$ cat src/design/blc_pkg.sv
/*
  Shared types and constants of the bonded lane clock distribution block.
  Assumes a single 100 MHz system clock; every transceiver clock is modelled
  as a one-cycle tick (enable pulse) on that clock.
*/
package blc_pkg;

  // ----------------------------------------------------------------
  // sizes
  // ----------------------------------------------------------------
  localparam int BLC_LANES = 4;
  localparam int BLC_LANE_W = 8;
  localparam int BLC_FIFO_DEPTH = 16;
  localparam int BLC_X2_LANES = 2;
  localparam real BLC_CLK_PERIOD_NS = 10.0;

  // ----------------------------------------------------------------
  // modes
  // ----------------------------------------------------------------
  typedef enum logic [1:0] {
    BLC_BOND_NONE,
    BLC_BOND_X2,
    BLC_BOND_X4
  } blc_bond_t;

  typedef enum logic [1:0] {
    BLC_MODE_TX_ONLY,
    BLC_MODE_TX_RX_RM,
    BLC_MODE_TX_RX_NORM,
    BLC_MODE_RX_ONLY
  } blc_mode_t;

  // ----------------------------------------------------------------
  // carriers
  // ----------------------------------------------------------------
  typedef struct packed {
    logic hs;
    logic ls;
  } blc_tick_t;

  typedef struct packed {
    blc_bond_t bond;
    blc_mode_t mode;
    logic ls_sel;
    logic byte_ser;
    logic byte_deser;
    logic large_pkg;
    logic far_src;
  } blc_cfg_t;

  typedef struct packed {
    logic ser;
    logic tx_pcs;
    logic tx_fifo_rd;
    logic deser;
    logic rx_align;
    logic rx_pcs;
    logic rx_fifo_wr;
    logic rx_clkout;
  } blc_lane_clk_t;

  localparam blc_cfg_t BLC_CFG_RST = '{BLC_BOND_NONE, BLC_MODE_TX_ONLY, 1'b0, 1'b0, 1'b0, 1'b0, 1'b0};
  localparam blc_lane_clk_t BLC_LANE_CLK_RST = '0;

endpackage : blc_pkg

$ cat src/design/blc_div2.sv
/*
  Divide-by-two of a tick stream.
  Assumes the input tick is a one-cycle pulse; the output is combinational
  from the phase flop and the tick, so the caller registers it.
*/
module blc_div2 (
  input wire logic clk_i, // system clock
  input wire logic rst_i, // synchronous reset, high
  input wire logic tick_i, // incoming tick
  output logic half_o // every second tick
);

  logic phase_q;

  // phase restarts on reset so shared dividers stay aligned
  always_ff @(posedge clk_i) begin
    if (rst_i) begin
      phase_q <= 1'b0;
    end else if (tick_i) begin
      phase_q <= ~phase_q;
    end
  end

  assign half_o = tick_i & phase_q;
endmodule : blc_div2

$ cat src/design/blc_fifo.sv
/*
  Phase compensation FIFO with one pointer set for all bonded lanes.
  Assumes DEPTH is a power of two; the write and read strobes are already
  qualified by the clock ticks of their sides.
*/
module blc_fifo #(
  parameter int W = 32, // total width, all lanes side by side
  parameter int DEPTH = 16 // entries
) (
  input wire logic clk_i, // system clock
  input wire logic rst_i, // synchronous reset, high
  input wire logic in_valid_i, // write request
  output logic in_ready_o, // space left, registered
  input wire logic [W-1:0] in_data_i, // write data
  output logic out_valid_o, // data held
  input wire logic out_ready_i, // read request
  output logic [W-1:0] out_data_o // head word
);

  localparam int AW = $clog2(DEPTH);
  localparam logic [AW:0] FULL = (AW+1)'(DEPTH);

  logic [W-1:0] mem [DEPTH];
  logic [AW-1:0] wr_ptr_q;
  logic [AW-1:0] rd_ptr_q;
  logic [AW:0] count_q;
  logic [AW:0] count_d;
  logic push;
  logic pop;

  assign push = in_valid_i & in_ready_o;
  assign pop = out_ready_i & out_valid_o;
  assign out_valid_o = (count_q != '0);
  assign out_data_o = mem[rd_ptr_q];
  assign count_d = count_q + (AW+1)'(push) - (AW+1)'(pop);

  always_ff @(posedge clk_i) begin
    if (push) begin
      mem[wr_ptr_q] <= in_data_i;
    end
  end

  // one pointer pair serves every lane, reset as one
  always_ff @(posedge clk_i) begin
    if (rst_i) begin
      wr_ptr_q <= '0;
      rd_ptr_q <= '0;
      count_q <= '0;
      in_ready_o <= 1'b0;
    end else begin
      wr_ptr_q <= wr_ptr_q + AW'(push);
      rd_ptr_q <= rd_ptr_q + AW'(pop);
      count_q <= count_d;
      in_ready_o <= (count_d != FULL);
    end
  end
endmodule : blc_fifo

$ cat src/design/blc_top.sv
/*
  Bonded lane clock distribution: picks fast and slow clock sources per lane,
  forms the common bonded slow clock, exports it to the fabric, and carries
  transmit words through a phase FIFO whose pointers are shared by all lanes.
  Assumes all transceiver clocks arrive as ticks synchronous to CLK_I and
  the fabric launches on the exported core tick.
*/
module blc_top
  import blc_pkg::*;
#(
  parameter int LANES = blc_pkg::BLC_LANES, // lanes in a block
  parameter int LANE_W = blc_pkg::BLC_LANE_W, // data bits per lane
  parameter int DEPTH = blc_pkg::BLC_FIFO_DEPTH // phase FIFO entries
) (
  input wire logic CLK_I, // 100 MHz system clock
  input wire logic SYS_RST_I, // synchronous reset, high
  input wire blc_pkg::blc_cfg_t CFG_I, // bonding and datapath mode
  input wire blc_pkg::blc_tick_t PLL_A_I, // adjacent_pll_a ticks
  input wire blc_pkg::blc_tick_t PLL_B_I, // adjacent_pll_b ticks
  input wire blc_pkg::blc_tick_t PLL_FAR_I, // non-adjacent PLL ticks
  input wire logic [LANES-1:0] HS_SEL_I, // per lane: 1 selects pll b
  input wire logic [LANES-1:0] REC_HS_I, // recovered fast ticks
  input wire logic [LANES-1:0] REC_LS_I, // recovered slow ticks
  input wire logic [LANES*LANE_W-1:0] TX_DATA_I, // fabric words, lane 0 low
  input wire logic TX_VALID_I, // fabric word valid
  input wire logic PCS_READY_I, // tx coding path can accept
  output logic TX_READY_O, // FIFO has space
  output logic [LANES*LANE_W-1:0] TX_LANE_DATA_O, // words to lane coders
  output logic TX_LANE_VALID_O, // one-cycle word strobe
  output blc_pkg::blc_lane_clk_t [LANES-1:0] LANE_CLK_O, // per lane ticks
  output logic CORE_CLK_EN_O, // exported common slow tick
  output logic [LANES-1:0] BOND_MASK_O // lanes in the bonded group
);

  import blc_pkg::*;

  // ----------------------------------------------------------------
  // configuration capture
  // ----------------------------------------------------------------
  blc_cfg_t cfg_q;

  always_ff @(posedge CLK_I) begin
    if (SYS_RST_I) begin
      cfg_q <= BLC_CFG_RST;
    end else begin
      cfg_q <= CFG_I;
    end
  end

  // ----------------------------------------------------------------
  // mode decode
  // ----------------------------------------------------------------
  logic bond_ok;
  logic bond_any;
  logic use_far;
  logic tx_on;
  logic rx_on;
  logic rm_on;
  logic common_ls;
  logic tx_rd_common;
  logic rx_wr_common;
  logic [LANES-1:0] bonded;

  assign bond_ok = (cfg_q.mode != BLC_MODE_RX_ONLY);
  assign bond_any = bond_ok && (cfg_q.bond != BLC_BOND_NONE);
  assign tx_on = (cfg_q.mode != BLC_MODE_RX_ONLY);
  assign rx_on = (cfg_q.mode != BLC_MODE_TX_ONLY);
  assign rm_on = (cfg_q.mode == BLC_MODE_TX_RX_RM);

  // far source only for x2 groups in the larger packages
  assign use_far = cfg_q.far_src && cfg_q.large_pkg && bond_ok && (cfg_q.bond == BLC_BOND_X2);

  // common bonded slow path: one mux for the whole group
  assign common_ls = use_far ? PLL_FAR_I.ls : (cfg_q.ls_sel ? PLL_B_I.ls : PLL_A_I.ls);

  // ----------------------------------------------------------------
  // shared dividers for the bonded group
  // ----------------------------------------------------------------
  logic tx_half_common;
  logic rx_half_common;

  blc_div2 u_tx_div (
    .clk_i(CLK_I),
    .rst_i(SYS_RST_I),
    .tick_i(common_ls & tx_on),
    .half_o(tx_half_common)
  );

  blc_div2 u_rx_div (
    .clk_i(CLK_I),
    .rst_i(SYS_RST_I),
    .tick_i(common_ls & rm_on),
    .half_o(rx_half_common)
  );

  assign tx_rd_common = cfg_q.byte_ser ? tx_half_common : (common_ls & tx_on);
  assign rx_wr_common = cfg_q.byte_deser ? rx_half_common : (common_ls & rm_on);

  // ----------------------------------------------------------------
  // per lane clock routing
  // ----------------------------------------------------------------
  blc_lane_clk_t [LANES-1:0] lane_d;

  for (genvar l = 0; l < LANES; l++) begin : g_lane
    logic own_hs;
    logic own_ls;
    logic tx_pcs;
    logic rx_pcs;
    logic tx_half_own;
    logic rx_half_own;

    // x4 takes all lanes, x2 only the low pair
    assign bonded[l] = bond_ok && ((cfg_q.bond == BLC_BOND_X4) ||
                       ((cfg_q.bond == BLC_BOND_X2) && (l < BLC_X2_LANES)));

    // fast clock chosen per lane, except bonded lanes on the far source all take PLL_FAR_I
    assign own_hs = (bonded[l] && use_far) ? PLL_FAR_I.hs :
                    (HS_SEL_I[l] ? PLL_B_I.hs : PLL_A_I.hs);
    assign own_ls = HS_SEL_I[l] ? PLL_B_I.ls : PLL_A_I.ls;

    assign tx_pcs = tx_on && (bonded[l] ? common_ls : own_ls);
    assign rx_pcs = rx_on && ((rm_on && bonded[l]) ? common_ls :
                              (rm_on ? own_ls : REC_LS_I[l]));

    // unbonded lanes keep their own divider phase
    blc_div2 u_tx_own (
      .clk_i(CLK_I),
      .rst_i(SYS_RST_I),
      .tick_i(tx_pcs),
      .half_o(tx_half_own)
    );

    blc_div2 u_rx_own (
      .clk_i(CLK_I),
      .rst_i(SYS_RST_I),
      .tick_i(rx_pcs),
      .half_o(rx_half_own)
    );

    always_comb begin
      lane_d[l] = BLC_LANE_CLK_RST;
      lane_d[l].ser = tx_on && own_hs;
      lane_d[l].tx_pcs = tx_pcs;
      lane_d[l].tx_fifo_rd = bonded[l] ? tx_rd_common :
                             (cfg_q.byte_ser ? tx_half_own : tx_pcs);
      lane_d[l].deser = rx_on && REC_HS_I[l];
      lane_d[l].rx_align = rx_on && REC_LS_I[l];
      lane_d[l].rx_pcs = rx_pcs;
      lane_d[l].rx_fifo_wr = (rm_on && bonded[l]) ? rx_wr_common :
                             (cfg_q.byte_deser ? rx_half_own : rx_pcs);
      lane_d[l].rx_clkout = rx_on && !rm_on && REC_LS_I[l];
    end
  end

  // ----------------------------------------------------------------
  // registered clock outputs
  // ----------------------------------------------------------------
  always_ff @(posedge CLK_I) begin
    if (SYS_RST_I) begin
      LANE_CLK_O <= '0;
    end else begin
      LANE_CLK_O <= lane_d;
    end
  end

  always_ff @(posedge CLK_I) begin
    if (SYS_RST_I) begin
      CORE_CLK_EN_O <= 1'b0;
      BOND_MASK_O <= '0;
    end else begin
      CORE_CLK_EN_O <= bond_any && common_ls;
      BOND_MASK_O <= bonded;
    end
  end

  // ----------------------------------------------------------------
  // shared transmit phase FIFO
  // ----------------------------------------------------------------
  logic fifo_valid;
  logic fifo_pop;
  logic push_req;
  logic [LANES*LANE_W-1:0] fifo_data;

  // fabric launches on the exported tick, so writes follow it
  assign push_req = TX_VALID_I && CORE_CLK_EN_O;
  // one read strobe drains every bonded lane at once
  assign fifo_pop = bond_any && tx_rd_common && PCS_READY_I;

  blc_fifo #(
    .W(LANES*LANE_W),
    .DEPTH(DEPTH)
  ) u_fifo (
    .clk_i(CLK_I),
    .rst_i(SYS_RST_I),
    .in_valid_i(push_req),
    .in_ready_o(TX_READY_O),
    .in_data_i(TX_DATA_I),
    .out_valid_o(fifo_valid),
    .out_ready_i(fifo_pop),
    .out_data_o(fifo_data)
  );

  always_ff @(posedge CLK_I) begin
    if (SYS_RST_I) begin
      TX_LANE_VALID_O <= 1'b0;
      TX_LANE_DATA_O <= '0;
    end else begin
      TX_LANE_VALID_O <= fifo_pop && fifo_valid;
      if (fifo_pop && fifo_valid) begin
        TX_LANE_DATA_O <= fifo_data;
      end
    end
  end
endmodule : blc_top
$ cat config.mk
export PLATFORM = sky130hd
export DESIGN_NAME = blc_top
export DESIGN_NICKNAME = d
export VERILOG_FILES = /design/src/design/blc_pkg.sv /design/src/design/blc_div2.sv /design/src/design/blc_fifo.sv /design/src/design/blc_top.sv
export SDC_FILE = /design/constraint.sdc
export NUM_CORES = 1
export LEC_CHECK = 0
export BUFFER_PORTS_ARGS = -buffer_cell sky130_fd_sc_hd__buf_2
export CORE_MARGIN = 3
export CORE_UTILIZATION = 42
export DETAILED_ROUTE_END_ITERATION = 8
export HOLD_SLACK_MARGIN = 0.12
export RECOVER_POWER = 25
export SKIP_CTS_REPAIR_TIMING = 1
export SLEW_MARGIN = 10
export SYNTH_ARGS = -nofsm -noshare
export SYNTH_HDL_FRONTEND = slang
export SYNTH_SLANG_ARGS = --single-unit
$ cat constraint.sdc
create_clock -name CLK_I -period 11.6 [get_ports CLK_I]
set_input_delay 1.16 -clock CLK_I [delete_from_list [all_inputs] [get_ports CLK_I]]
set_output_delay 1.16 -clock CLK_I [all_outputs]
set_load 0.005 [all_outputs]
==> results.cfg, run 1 <==
[yosys]
synthesized_instance_count = 1203
postSynth.topFlopCell = edfxtp_1
ys_async_sr_fraction_pct = 0
synth-adder-area-share_pct = 0.684
yosys-top-cells-count = edfxtp_1 (512), mux4_2 (128), dfxtp_1 (101)
synth_mux_area_share_pct = 12.9
leading_cell_type_by_number_of_instances_after_synthesis = edfxtp_1
synth.lib_cells_used.distinct = 41
combinational_family_with_the_most_area_after_synthesis = multiplexers
syn_area_per_cell_sq_um = 19.1
compound_gate_fraction_of_synth_area_pct = 5.00
synth_fp_nets = 1278
synth_area_leaders = edfxtp_1 (67%), mux4_2 (13%), dfxtp_1 (8.8%)
synth_seq_cells = 613
synth_edf_count = 512
syn_area_sq_um = 23000
synth-seq-area-share_pct = 75.5
number_of_warning_messages_in_the_yosys_log = 0
post-synth-top-area-fraction_pct = 66.7
synth_top_area_cell = edfxtp_1
synth-simple-area-share_pct = 3.97
synth_xor_xnor_area_share_pct = 0.532

[global_route]
grt.met1_usage_pct = 23.9
grt.total_usage_pct = 17.7
busiest_layer = met2
antenna_violations_before_repair = 4
grt.met2_usage_pct = 29.7
grt_remaining_overflow = 0
grt_pass1_wl_um = 75600
grt_start_max_net_pins = 85
grt_pass1_vias = 12000
grt_use_met3_pct = 3.36

[placed_design]
dp_cells = 1987
dp_slack_ps = 7040
dp_hpwl_um = 26400
globalplace.congestion = 0.777
dpl-instance-area_sq_um = 24600
io_buffer_count = 133

[floorplan]
fp.dieH_um = 240
design.die.area_sq_um = 57700
core_area_sq_um = 54000
die-width_um = 240
effective_utilization_at_floorplan_pct = 42.6
rows = 85
top_ports = 134

[timing]
setup_tns_ps = 0
worst_slack_ps = 7630
slew_viol_final = 0
finalHoldViolations = 0
setup_viol = 0
period_share_pct = 34.2
fin_crit_ps = 3970
worst_slew_margin_rel_pct = 25.1
rsz0062_at_grt = false
final.setup_skew_ps = 76.0
timing.fmax_mhz = 252
timing_worst_slew_pin_value_ps = 1120

[route]
drcViolationCount = 0
finalWirelength_um = 50200
average_via_count_per_standard_cell = 5.49
detail-route-antenna-nets = 0
route.detailed.wl_per_inst_um = 23.9
drt_pre_antenna_iters = 5
detailed_route_via_count = 11500
drt_iter0_markers = 836

[min_path]
hold_path_class = flip-flop to flip-flop
hold-path-cell-count = 2

[cells_and_area]
final-seq-area_sq_um = 17400
fin_cells = 2103
final_layout_size_suffix_gt1_share_pct = 27.0
final_nets = 1428
stdcell_area_sq_um = 26700
areaGrowthSynthToFinish_pct = 15.8
fill_cells = 4409
multi_input_area_sq_um = 5460

[power]
power_density_nw_per_um2 = 174
power.ir.vdd_worst_mv = 0.141
leakagePower_uw = 0.00861
totalPowerFinal_uw = 4640

[cts]
clkSlewWorstSetupHoldPaths_ps = 60
ctsRootBufferMaster = clkbuf_16
max-clock-path-buffers = 3
cts_tree = done
worst_skew_pair.late_latency_ps = 660
cts_made_buffers = 60
clock_sinks = 613
htree_levels = 2

[worst_setup_path]
max_fanout_on_critical_path = 71
worstSetupStartpointType = flip-flop
worstPathRequired_ps = 12040
worst_r2r_path_depth = 12
cp-end-kind = flip-flop
category_of_the_critical_setup_timing_path = flip-flop to flip-flop
timing.critical_path.arrival_ps = 4410

[flow_run]
maxCapViolations = 0

[status]
run_status = completed
placed cells by master, fill, tap and decap left out, drive strengths merged, types with 2 or more instances in the layout:
master	Yosys	routed
a211oi	8	8
a21o	34	34
a21oi	44	44
a22oi	64	64
a31oi	6	6
and2	20	20
buf	28	132
bufinv	0	11
clkbuf	40	92
clkinv	0	30
clkinvlp	0	4
dfxtp	101	101
diode	0	2
edfxtp	512	512
ha	11	11
inv	6	7
mux2	4	4
mux2i	5	5
mux4	128	128
nand2	50	50
nand2b	7	7
nand3	4	4
nand3b	2	2
nor2	46	46
nor2b	31	31
nor3	7	7
nor4	3	3
nor4b	3	3
o21ai	11	11
or2	2	2
or4	4	4
xnor2	13	13
critical path, cell delays in order, from the launching register on:
cell and delay [ps]:
dfxtp_1 370, and2_1 370, nor4b_1 600, nand2_4 640, nand2_1 240, nand2_1 80
ha_1 230, fa_1 440, a21oi_1 180, o21bai_1 90, xnor2_1 150, nor4b_1 260
a21oi_1 110
power breakdown:
group	switching, uW	total [uW]	internal [uW]
sequential	15.6	2430	2410
clock	833	2030	1200
combinational	112	184	71.7
total	960	4640	3680
state kept, by name, summed over array words and instances, names as in the netlist, 2 cells and up:
register                 cells
BOND_MASK_O                  2
u_fifo.rd_ptr_q              4
g_lane.u_tx_own.phase_q      4
u_fifo.wr_ptr_q              4
LANE_CLK_O                  32
u_fifo.count_q               5
g_lane.u_rx_own.phase_q      4
TX_LANE_DATA_O              32
u_fifo.mem                 512
cfg_q                        9
final cells by class:
cell class	instances	share of cell area (%)
Sequential cell	613	65.3
Clock buffer	68	5.74
Antenna cell	2	0.0188
Multi-Input combinational cell	516	20.5
Clock inverter	46	2.08
Inverter	6	0.0845
Timing Repair Buffer	156	3.04
Tap cell	696	3.27
per-layer routing:
| layer | part of all wire (%) | vias to the layer above |
|---|---|---|
| met4 | 1.9 | 4 |
| met3 | 6.4 | 77 |
| li1 | - | 5131 |
| met2 | 50 | 329 |
| met1 | 42 | 6003 |
| met5 | 0.052 | - |
through the flow:
stage | hold WS [ps] | util [%]
6_report | 450 | 49.4
5_1_grt | 465 | 49.3
4_1_cts | 453 | 49.4
3_5_place_dp | 444 | 45.5
3_3_place_gp | 444 | 45.5
2_1_floorplan | 453 | -
worst paths after layout:
kind	from	to	slack, ps
min	TX_LANE_DATA_O[14]	TX_LANE_DATA_O[14]	450
max reg2reg	cfg_q[6]	u_fifo.in_ready_o	7630
min reg2reg	TX_LANE_DATA_O[14]	TX_LANE_DATA_O[14]	450
max	cfg_q[6]	u_fifo.in_ready_o	7630
logic make-up (layout without fill, tap and decap cells):
kind of cell,after synthesis,count (layout)
xor+xnor,14,14
other cells,0,2
mux,137,137
fa+ha+maj,12,12
buf+inv,74,276
compound gates,170,170
simple gates,183,183
flops,613,613
(Power assumes the default switching activity.)
==> run 2, diff against run 1 <==
==> constraint.sdc (replaced) <==
create_clock -name CLK_I -period 3.42 [get_ports CLK_I]
set_input_delay 0.342 -clock CLK_I [delete_from_list [all_inputs] [get_ports CLK_I]]
set_output_delay 0.342 -clock CLK_I [all_outputs]
set_load 0.005 [all_outputs]
==> results.cfg, run 2 (same netlist as run 1, synthesis figures left out) <==
[cells_and_area]
layout.cells.most_common_list = edfxtp_1 (512), mux4_2 (128), buf_2 (110), dfxtp_1 (99), a22oi_1 (64)
final_nets = 1497
stdcell_area_sq_um = 27600
top_register_by_number_of_flip_flops = u_fifo.mem
fill_cells = 4355
areaGrowthSynthToFinish_pct = 19.7
final_layout_size_suffix_gt1_share_pct = 26.8
final_util_pct = 51.0
antenna-diode-count = 0
largest_register_ff_count = 512
reg_top3 = u_fifo.mem x512, LANE_CLK_O x32, TX_LANE_DATA_O x32
layout.cells.most_common = edfxtp_1

[cts]
max-clock-path-buffers = 3
clock_sinks = 613
htree_levels = 2
clkSlewWorstSetupHoldPaths_ps = 60
worst_skew_pair.late_latency_ps = 640
cts_tree = done
cts_made_buffers = 61
ctsRootBufferMaster = clkbuf_16

[min_path]
hold_path_class = input pin to flip-flop
hold-path-cell-count = 3

[status]
run_status = completed

[global_route]
busiest_layer = met2
grt_pass1_vias = 11900
grt_start_max_net_pins = 67
grt_use_met3_pct = 3.74
grt.met1_usage_pct = 26.3
antenna_violations_before_repair = 1
grt_remaining_overflow = 0
grt.met2_usage_pct = 28.5
grt.total_usage_pct = 18.2
grt_pass1_wl_um = 77400

[floorplan]
fp.dieH_um = 240
die-width_um = 240
design.die.area_sq_um = 57700
core_area_sq_um = 54000
rows = 85
effective_utilization_at_floorplan_pct = 42.6
top_ports = 134

[worst_setup_path]
worst_r2r_path_depth = 14
cp-end-kind = flip-flop
timing.critical_path.arrival_ps = 3590
worstPathRequired_ps = 3920
category_of_the_critical_setup_timing_path = flip-flop to flip-flop
max_fanout_on_critical_path = 5
worstSetupStartpointType = flip-flop

[route]
detail-route-antenna-nets = 0
drt_pre_antenna_iters = 5
average_via_count_per_standard_cell = 5.53
drcViolationCount = 0
finalWirelength_um = 52200
route.detailed.wl_per_inst_um = 24.0
detailed_route_via_count = 12000
drt_iter0_markers = 1045

[placed_design]
globalplace.congestion = 0.805
dpl-instance-area_sq_um = 24900
dp_hpwl_um = 27500
io_buffer_count = 133

[power]
leakagePower_uw = 0.00894
power.ir.vdd_worst_mv = 0.440
power_density_nw_per_um2 = 570
totalPowerFinal_uw = 15700

[timing]
timing_worst_slew_pin_value_ps = 736
fin_crit_ps = 3100
timing.fmax_mhz = 323
rsz0062_at_grt = false
setup_viol = 0
final.setup_skew_ps = 29.9
slew_viol_final = 0
worst_slew_margin_rel_pct = 50.8
period_share_pct = 90.6
finalHoldViolations = 0
setup_tns_ps = 0

[flow_run]
maxCapViolations = 0
-- run 2: changes by cell type in the layout (fill, tap and decap cells not counted), sizes merged --
| cell | before | now |
|---|---|---|
| buf | 132 | 145 |
| bufinv | 11 | 4 |
| clkbuf | 92 | 119 |
| clkinv | 30 | 13 |
| clkinvlp | 4 | 2 |
| diode | 2 | 0 |
| dlygate4sd3 | 0 | 57 |
| inv | 7 | 6 |
-- run 2: routing by layer --
| metal | wire (um) | up-vias |
|---|---|---|
| met5 | 13 | - |
| met1 | 23200 | 6266 |
| met3 | 3300 | 78 |
| met4 | 1160 | 2 |
| li1 | - | 5272 |
| met2 | 24500 | 387 |
-- run 2: power breakdown --
part | leakage, uW | switching [uW] | total (uW) | internal (uW)
Sequential | 0.00543 | 47.8 | 8220 | 8180
Combinational | 0.00250 | 424 | 726 | 303
Clock | 0.00101 | 2810 | 6760 | 3950
Total | 0.00894 | 3280 | 15700 | 12400
-- run 2: through the flow --
step	worst slack (ps)	std cells	hold WS [ps]
2_1_floorplan	419	1203	441
3_3_place_gp	512	1998	440
3_5_place_dp	375	1998	446
4_1_cts	304	2114	-119
5_1_grt	52.7	2171	120
6_report	323	2171	58.4
-- run 2: layout make-up --
| cell class | instances | area [sq um] | share of cell area (%) |
|---|---|---|---|
| Clock buffer | 97 | 1810 | 6.57 |
| Clock inverter | 19 | 279 | 1.01 |
| Inverter | 6 | 22.5 | 0.0817 |
| Multi-Input combinational cell | 516 | 5490 | 19.9 |
| Sequential cell | 613 | 17400 | 63.1 |
| Tap cell | 696 | 871 | 3.16 |
| Timing Repair Buffer | 224 | 1680 | 6.09 |
-- run 2: path summary, 6_finish.rpt --
path                                         from           endpoint  slack (ps)
worst max-delay path                     cfg_q[8]  u_fifo.in_ready_o         320
worst min-delay path                 PLL_FAR_I[1]      LANE_CLK_O[7]          60
worst max register to register           cfg_q[8]  u_fifo.in_ready_o         320
worst min register to register  TX_LANE_DATA_O[9]  TX_LANE_DATA_O[9]         450
-- run 2: critical path: stages, from the launching register on --
cell	delay (ps)
dfxtp_1	310
inv_1	70
ha_1	160
nand3_1	190
a2111oi_4	460
nand2_4	100
nand2_1	90
nand2_1	70
ha_1	240
fa_1	440
a21oi_1	160
o21bai_1	90
xnor2_1	160
nor4b_2	280
a21oi_1	110
